File: src/include/bose_pkg.sv
// Package: opcodes, widths and cycle counts for the byte-op / skip / branch executor
package bose_pkg;
    // ==========================================
    // Widths
    localparam int DATA_W   = 8;
    localparam int ADDR_W   = 7;
    localparam int PC_W     = 15;
    localparam int LIT_W    = 11;
    // ==========================================
    // Field positions
    localparam int LATCH_LO = 3;
    localparam int LATCH_HI = 6;
    // ==========================================
    // Reset values and counts
    localparam logic [7:0]  ZERO_BYTE    = 8'h00;
    localparam logic [14:0] PC_RESET     = 15'h0000;
    localparam logic [1:0]  SKIP_CYCLES  = 2'h2;
    localparam logic [1:0]  BRANCH_CYCLES = 2'h2;
    // ==========================================
    // Operations
    typedef enum logic [2:0] {
        BOSE_OP_NONE,
        BOSE_OP_COMPLEMENT,
        BOSE_OP_CLEAR_FILE,
        BOSE_OP_DECREMENT,
        BOSE_OP_CLEAR_ACC,
        BOSE_OP_DEC_SKIP,
        BOSE_OP_INC_SKIP,
        BOSE_OP_BRANCH
    } bose_op_t;
    // Destination bit encoding
    localparam logic DEST_ACC  = 1'b0;
    localparam logic DEST_FILE = 1'b1;
endpackage

File: src/include/bose_alu_if.sv
// Interface: operands and results between the executor and its byte arithmetic unit
`timescale 1ns/1ns
`default_nettype none
interface bose_alu_if;
    bose_pkg::bose_op_t op;
    logic [7:0]         operand;
    logic [7:0]         result;
    logic               result_zero;
    modport exec (output op, output operand, input result, input result_zero);
    modport alu  (input op, input operand, output result, output result_zero);
endinterface
`default_nettype wire

File: src/hw/bose_exec.sv
// Executor for byte file ops, skip-on-zero ops and the unconditional branch
// Behaviour
// - complement file byte into chosen destination
// - destination 0 is accumulator, 1 is file
// - clear file byte, always set zero flag
// - decrement file byte into chosen destination
// - clear accumulator, set zero flag
// - decrement, skip next when zero, flags untouched
// - increment, skip next when zero, flags untouched
// - branch literal loads counter bits ten..zero
// - counter bits 14..11 from latch bits 6..3
// - branch takes two instruction cycles
`timescale 1ns/1ns
`default_nettype none
module bose_exec #(
    // Widths fixed by the instruction format
    parameter int DATA_W = bose_pkg::DATA_W,
    parameter int ADDR_W = bose_pkg::ADDR_W,
    parameter int PC_W   = bose_pkg::PC_W,
    parameter int LIT_W  = bose_pkg::LIT_W
) (
    // Clock, reset, enable
    input  wire logic                 core_clk,
    input  wire logic                 sys_rst,
    input  wire logic                 clk_en,
    // Decoded instruction
    input  wire logic                 instr_valid,
    input  wire bose_pkg::bose_op_t   instr_op,
    input  wire logic [6:0]           file_addr,
    input  wire logic                 dest_sel,
    input  wire logic [10:0]          branch_literal,
    // File register read port and latch
    input  wire logic [7:0]           file_rdata,
    input  wire logic [7:0]           program_latch_high,
    // File register write port
    output logic                      file_we,
    output logic [6:0]                file_waddr,
    output logic [7:0]                file_wdata,
    // Core state
    output logic [7:0]                accumulator,
    output logic                      zero_flag,
    output logic [14:0]               program_counter,
    // Sequencing
    output logic                      instr_ready,
    output logic                      nop_cycle
);
    // ==========================================
    // Width check: port fields follow the fixed instruction format, so other sizes cannot work
    if (DATA_W != bose_pkg::DATA_W || ADDR_W != bose_pkg::ADDR_W ||
        PC_W != bose_pkg::PC_W || LIT_W != bose_pkg::LIT_W) begin : g_bad_width
        $error("bose_exec supports only the default widths");
    end

    // ==========================================
    // Arithmetic unit
    bose_alu_if alu_bus ();
    assign alu_bus.op      = instr_op;
    assign alu_bus.operand = file_rdata;
    bose_alu u_alu (.alu(alu_bus));

    // ==========================================
    // Sequencer: second cycle of skips and branches is a forced NOP
    typedef enum logic [0:0] {BOSE_ST_RUN, BOSE_ST_NOP} bose_state_t;
    bose_state_t state_reg, state_next;

    logic        take;
    logic [7:0]  acc_reg, acc_next;
    logic        zero_reg, zero_next;
    logic [14:0] pc_reg, pc_next;
    logic        we_reg, we_next;
    logic [6:0]  waddr_reg, waddr_next;
    logic [7:0]  wdata_reg, wdata_next;

    assign instr_ready = (state_reg == BOSE_ST_RUN);
    assign take        = clk_en && instr_valid && instr_ready;

    always_comb begin
        state_next = state_reg;
        acc_next   = acc_reg;
        zero_next  = zero_reg;
        pc_next    = pc_reg;
        we_next    = 1'b0;
        waddr_next = file_addr;
        wdata_next = alu_bus.result;
        case (state_reg)
            BOSE_ST_RUN: begin
                if (take) begin
                    pc_next = pc_reg + 15'h0001;
                    case (instr_op)
                        bose_pkg::BOSE_OP_COMPLEMENT,
                        bose_pkg::BOSE_OP_DECREMENT,
                        bose_pkg::BOSE_OP_DEC_SKIP,
                        bose_pkg::BOSE_OP_INC_SKIP: begin
                            if (dest_sel == bose_pkg::DEST_FILE) begin
                                we_next = 1'b1;
                            end else begin
                                acc_next = alu_bus.result;
                            end
                            if (instr_op == bose_pkg::BOSE_OP_COMPLEMENT ||
                                instr_op == bose_pkg::BOSE_OP_DECREMENT) begin
                                zero_next = alu_bus.result_zero;
                            end else if (alu_bus.result_zero) begin
                                state_next = BOSE_ST_NOP;
                            end
                        end
                        bose_pkg::BOSE_OP_CLEAR_FILE: begin
                            we_next   = 1'b1;
                            zero_next = 1'b1;
                        end
                        bose_pkg::BOSE_OP_CLEAR_ACC: begin
                            acc_next  = bose_pkg::ZERO_BYTE;
                            zero_next = 1'b1;
                        end
                        bose_pkg::BOSE_OP_BRANCH: begin
                            pc_next = {program_latch_high[bose_pkg::LATCH_HI:bose_pkg::LATCH_LO],
                                       branch_literal};
                            state_next = BOSE_ST_NOP;
                        end
                        default: begin
                        end
                    endcase
                end
            end
            BOSE_ST_NOP: begin
                // Fetched word is discarded; only the counter moves on
                if (clk_en) begin
                    pc_next    = pc_reg + 15'h0001;
                    state_next = BOSE_ST_RUN;
                end
            end
            default: state_next = BOSE_ST_RUN;
        endcase
    end

    always_ff @(posedge core_clk) begin
        if (sys_rst) begin
            state_reg <= BOSE_ST_RUN;
            acc_reg   <= bose_pkg::ZERO_BYTE;
            zero_reg  <= 1'b0;
            pc_reg    <= bose_pkg::PC_RESET;
            we_reg    <= 1'b0;
            waddr_reg <= 7'h00;
            wdata_reg <= bose_pkg::ZERO_BYTE;
        end else if (clk_en) begin
            state_reg <= state_next;
            acc_reg   <= acc_next;
            zero_reg  <= zero_next;
            pc_reg    <= pc_next;
            we_reg    <= we_next;
            waddr_reg <= waddr_next;
            wdata_reg <= wdata_next;
        end
    end

    assign file_we         = we_reg;
    assign file_waddr      = waddr_reg;
    assign file_wdata      = wdata_reg;
    assign accumulator     = acc_reg;
    assign zero_flag       = zero_reg;
    assign program_counter = pc_reg;
    assign nop_cycle       = (state_reg == BOSE_ST_NOP);
endmodule // bose_exec
`default_nettype wire

File: src/hw/bose_alu.sv
// Byte arithmetic unit: complement, clear, decrement, increment
`timescale 1ns/1ns
`default_nettype none
module bose_alu (
    // Operands from and results to the executor
    bose_alu_if.alu alu
);
    always_comb begin
        case (alu.op)
            bose_pkg::BOSE_OP_COMPLEMENT: alu.result = ~alu.operand;
            bose_pkg::BOSE_OP_CLEAR_FILE,
            bose_pkg::BOSE_OP_CLEAR_ACC:  alu.result = bose_pkg::ZERO_BYTE;
            bose_pkg::BOSE_OP_DECREMENT,
            bose_pkg::BOSE_OP_DEC_SKIP:   alu.result = alu.operand - 8'h01;
            bose_pkg::BOSE_OP_INC_SKIP:   alu.result = alu.operand + 8'h01;
            default:                      alu.result = alu.operand;
        endcase
        alu.result_zero = (alu.result == bose_pkg::ZERO_BYTE);
    end
endmodule // bose_alu
`default_nettype wire

File: config.mk
export PLATFORM = sky130hd
export DESIGN_NAME = bose_exec
export DESIGN_NICKNAME = d
export VERILOG_FILES = /design/src/include/bose_pkg.sv /design/src/include/bose_alu_if.sv /design/src/hw/bose_exec.sv /design/src/hw/bose_alu.sv
export SDC_FILE = /design/constraint.sdc
export NUM_CORES = 1
export LEC_CHECK = 0
export BUFFER_PORTS_ARGS = -buffer_cell sky130_fd_sc_hd__buf_2
export CORE_ASPECT_RATIO = 0.9
export CORE_MARGIN = 5
export CORE_UTILIZATION = 45
export CTS_BUF_LIST = sky130_fd_sc_hd__clkbuf_8
export DETAILED_ROUTE_END_ITERATION = 7
export PLACE_DENSITY = 0.72
export SETUP_SLACK_MARGIN = 0.3
export SYNTH_ARGS = -nofsm -noshare
export SYNTH_HDL_FRONTEND = slang
export SYNTH_SLANG_ARGS = --single-unit
File: constraint.sdc
create_clock -name core_clk -period 4 [get_ports core_clk]
set_clock_uncertainty 0.1 [all_clocks]
set_input_delay 0.6 -clock core_clk [delete_from_list [all_inputs] [get_ports core_clk]]
set_output_delay 0.6 -clock core_clk [all_outputs]
set_load 0.05 [all_outputs]
; Yosys cells after proc, flatten, opt, wreduce, memory -nomap -nowiden
; Index checks and enable logic that the tools add are counted.
[totals]
reg_bits = 41
in_bits = 42
[op_classes]
n_addsub = 3
n_eq_ne = 10
n_mux = 17
bitwise_logic = 2
reduce_logical = 12
[op_table]
columns = op, n
row1 = case mux 8 bit (4 select lines), 1
row2 = two-way mux 15 bit, 2
row3 = case mux 15 bit (2 select lines), 1
row4 = case mux 8 bit (2 select lines), 1
row5 = "adder 15 x 1 -> 15 bit, second input constant", 1
row6 = "== test 3 bit, second input constant", 4
row7 = AND reduction 5 bit, 2
row8 = "adder 8 x 1 -> 8 bit, second input constant", 1
row9 = logical NOT 8 bit, 1
row10 = two-way mux 8 bit, 1
row11 = inverter 8 bit, 1
row12 = case mux 1 bit (2 select lines), 4
row13 = "subtractor 8 x 1 -> 8 bit, second input constant", 1
row14 = two-way mux 1 bit, 7
row15 = "== test 3 x 2 -> 1 bit, second input constant", 2
row16 = "!= test 2 bit, second input constant", 2
row17 = nonzero test 2 bit, 2
row18 = OR reduction 2 bit, 2
row19 = OR reduction 4 bit, 1
row20 = "== test 3 x 1 -> 1 bit, second input constant", 1
row21 = logical AND 1 bit, 2
row22 = "!= test 2 x 1 -> 1 bit, second input constant", 1
row23 = AND reduction 2 bit, 1
row24 = logical OR 1 bit, 1
row25 = inverter 1 bit, 1

; Logic depth before layout (Yosys ltp)
[logic_depth]
ltp_word = 9
ltp_mapped = 13
depth_no_buf = 12

; Cells and area by module
; A second synthesis with hierarchy kept.
[hier_totals]
hier_cells = 353
hier_area_um2 = 2844.0
[by_module_without_submodules]
columns = module, n_inst, cells_each, area_each_um2, seq_area_each_um2
row1 = bose_exec, 1, 239, 2024.4, 820.8
row2 = bose_alu, 1, 114, 819.5, 0.0

; Worst setup path before layout
; Ideal clock, no wire load.
[synth_timing]
path_kind = input-to-reg
start = in instr_op[2]
end = reg state_reg (netlist: nop_cycle)
arrival_time_ns = 2.683
t_required_ns = 3.772
setup_slack_ns = 1.090
cell_stages = 12
n_path_buf = 1
cell_sequence = and2_1 -> buf_6 -> nand2b_4 -> ha_1 -> a21oi_1 -> a21oi_1 -> o21a_1 -> o311ai_0 -> o211a_1 -> and4bb_1 -> a41oi_1 -> nor2_1
[synth_between]
elab_chain_cells = 9
elab_cells_between_ends = 18
classes_between = 7 x eq/ne / 6 x mux / 5 x reduce/logical
[synth_lines]
columns = item, line_no
row1 = from (decl), bose_exec.sv:28  ; input wire bose_pkg::bose_op_t instr_op,
row2 = "== test 3 x 2 -> 1 bit, or another cell as far along", "bose_exec.sv:89, bose_exec.sv:100, bose_alu.sv:9"
row3 = OR reduction 2 bit (on tied branches), -
row4 = case mux 8 bit (4 select lines), bose_alu.sv:9  ; case (alu.op)
row5 = logical NOT 8 bit, bose_alu.sv:18  ; alu.result_zero = (alu.result == bose_pkg::ZERO_BYTE);
row6 = two-way mux 1 bit, bose_exec.sv:102  ; end else if (alu_bus.result_zero) begin
row7 = two-way mux 1 bit, bose_exec.sv:99  ; if (instr_op == bose_pkg::BOSE_OP_COMPLEMENT ||
row8 = case mux 1 bit (2 select lines) (*), bose_exec.sv:89  ; case (instr_op)
row9 = two-way mux 1 bit (*), bose_exec.sv:87  ; if (take) begin
row10 = case mux 1 bit (2 select lines) (*), bose_exec.sv:85  ; case (state_reg)
row11 = to (signal assigned), bose_exec.sv:145  ; state_reg <= state_next;
row12 = to (decl), bose_exec.sv:64  ; bose_state_t state_reg, state_next;
; Every way passes the cells marked *; elsewhere a longest branch is shown, timed or not.
; A chain may end at the register's enable or synchronous reset.

; Worst setup path in the final report
[layout_timing]
start = in instr_op[1]
end = reg state_reg (netlist: nop_cycle)
; Same word-level chain as after synthesis.

==> metrics.txt <==
critical path required time around 4 ns; Worst-Margin Slew a little over 0.9 ns; initial antenna violation count 0; Synth async-reset ratio 0%; post-cts sizing count 0; setup ws final 0.573 ns; status finished, final reports clean; GRT met1 Usage 24.7%; largest net degree at the start of global routing 42; row cnt 26; min Tclk post-route about 3.4 ns; CTS root buffer clkbuf_8; GR Overflow Total 0; Total GRT Usage a little under a fifth; first-pass GRT wire length 11.6 mm; Worst setup EP type flop; Synth Instances between 300 and 400; Yosys cell types 53; # port buffers around 80; Storage cell area about 820 um2; FF+latch count, synth around 40; wire per inst ~15 um; clock tree buffer depth 2; I/O Pins 84; type of the most critical hold path flop to flop; Routed Antenna Nets 0; final period utilization 85.7%; MaxCap Viol Count 0; vias in the first global route about 2500; class of the most critical setup path input pin to flop; clock latency on the worst-skew pair 0.29 ns; yosys warns 0; max incr delay on CP roughly 0.47 ns; Static Leak about 1.4 nW; Switching Fraction about a third; nets@finish 475; DRC violations left 0; cell repeated most along the worst path a21oi_1; Die Wd slightly above 90 um; CP Launch Type input pin; combinational power share between 20 and 30%; Die Area between 7000 and 8000 um2; vias per cell about 5.6; fin util a little under three fifths; Post-Route WL 7.20 mm; Peak VDD IR approximately 0.00026 V; area of the core between 5000 and 6000 um2; most frequent cells in the layout buf_2, nor2_1, dfxtp_1; max-slew violations 0; Synth Net Count about 410; synthesized-area fraction occupied by adder cells 5.40%; leading area contributor after synthesis dfxtp_1; Fill cells a little under 600; CTS tree yes; post-CTS setup buffers 0; Synth Area in XOR/XNOR 0.994%; reported net switching power 0.354 mW; largest family of logic cells by synthesized area simple AND/OR/NAND/NOR gates; clk slew on worst S/H paths around 0.080 ns; DP Wirelength roughly 5.3 mm; GRT Max-Usage Layer met2; # clock sinks slightly above 40; cell family with most CP delay compound AO/OA/AOI/OAI gates; critical-path cell list buf_2, and2_1, nand2b_4, ha_1, a21oi_1, a21oi_1, o21a_1, o311ai_0, o211a_1, and4bb_1, a41oi_1, nor2_1; Power Internal roughly 0.73 mW; Worst path slowest cell o311ai_0; commonest non-fill, non-tap cell in the layout buf_2; Post-Place Setup Slack around 0.35 ns; H-tree depth 2; Hold Violations, Final 0; initial DRC count 163; GP Congestion around 0.90; max_slew headroom about two fifths; mux cell area share after synthesis between 5 and 6%; final setup TNS 0 ns; die height around 83 um; Max FO, Critical Path 13; n_diodes 0; sequential element share of the synthesized area a little under a third; EDFF count, synth 0; Area Growth Syn to Fin 20.2%; multi-input logic area about 1700 um2; met2 global-route usage between 30% and 40%; power share of the clock group between 30% and 40%; design area roughly 3200 um2; DRT Pass-1 Iters 4; f_max between 200 and 300 MHz; CTS Hold Buffers Added 0; WP data arrival around 3.5 ns; share of layout cells above drive strength 1 between 20 and 25%; vias after detailed routing 2753; Bufs and invs on worst path 1; Simple-Gate Fraction of Synth Area 28.3%; Area contributors post-synth dfxtp_1, nor2_1, a21oi_1; Initial Utilization between 40% and 50%; mean post-synth cell area between 7 and 8 um2; grt met3 use 4.89%; Post-Syn Area between 2000 and 3000 um2; dpl cell area between 3000 and 4000 um2; RSZ-0062 raised after global routing no; Synth Flop Type dfxtp_1; pwr/cell area 340 nW/um2; number of buffers created by CTS 5; Compound-Gate Fraction of Synth Area a little under a quarter; Finish-stage setup viols 0; area share of the leading cell type in the synthesized netlist between 30% and 40%; Reg power frac slightly above 40%
==> state kept, by name, indices dropped and copies added (netlist names) <==
name             flops
program_counter     15
accumulator          8
file_waddr           7
file_we              1
nop_cycle            1
zero_flag            1
file_wdata           8
==> worst paths after layout <==
path	start	to	slack (ns)	cells after the start
worst min register to register	file_wdata[2]	file_wdata[2]	0.39	2
worst max-delay path	instr_op[1]	nop_cycle	0.57	12
worst min-delay path	file_wdata[2]	file_wdata[2]	0.39	2
worst max register to register	program_counter[0]	program_counter[10]	1.82	7
==> cells by family after synthesis <==
family / Yosys count
DFF: 41
muxes: 14
and+or+nand+nor: 155
adders and majority gates: 11
AOI/OAI and AO/OA: 98
buffers and inverters: 34
xor gates and xnor gates: 3
==> worst reg2reg max path, cell delays in order, from the launching register on <==
cell and delay [ns]:
dfxtp_1 0.40, ha_1 0.20, nand3_1 0.18, nor3_1 0.62, nand3_1 0.16, a21oi_1 0.18
nor2_1 0.06, a211oi_1 0.19
==> stage by stage <==
stage,power (mW),hold slack [ns],instances
floorplan,0.660,0.601,356
global placement,0.731,0.367,486
detailed placement,0.737,0.381,486
CTS,1.09,0.392,494
global route,1.14,0.420,494
finish,1.08,0.388,494
==> power groups by stage <==
stage | combinational (mW) | sequential (mW) | clock (mW)
final | 0.289 | 0.440 | 0.351
after global routing | 0.315 | 0.443 | 0.378
after CTS | 0.288 | 0.440 | 0.358
after detailed placement | 0.288 | 0.450 | 0
after global placement | 0.282 | 0.449 | 0
after floorplan | 0.143 | 0.517 | 0
==> Yosys cell counts, types with 4 or more instances <==
cell	instances
nand2_1	27
nor2b_1	4
nor3_1	12
nand3_1	11
inv_1	9
and2_1	5
a21oi_1	30
and3_1	7
dfxtp_1	41
a211oi_1	17
ha_1	9
clkbuf_1	15
o22ai_1	5
nor2_1	68
buf_2	7
o21ai_0	21
mux2i_1	14
==> area by class of cell <==
cell class / instances / share of cell area (%)
Multi-Input combinational cell: 281 / 52.8
Inverter: 10 / 1.18
Clock inverter: 2 / 1.18
Clock buffer: 6 / 2.60
Timing Repair Buffer: 84 / 13.6
Sequential cell: 41 / 25.8
Tap cell: 70 / 2.76
==> routing by layer <==
layer	vias up	share of wire [%]
li1	1414	-
met1	1254	48
met2	75	44
met3	10	6.9
met4	0	1.4
met5	-	0
No activity file was read; power rests on OpenSTA's default activity.
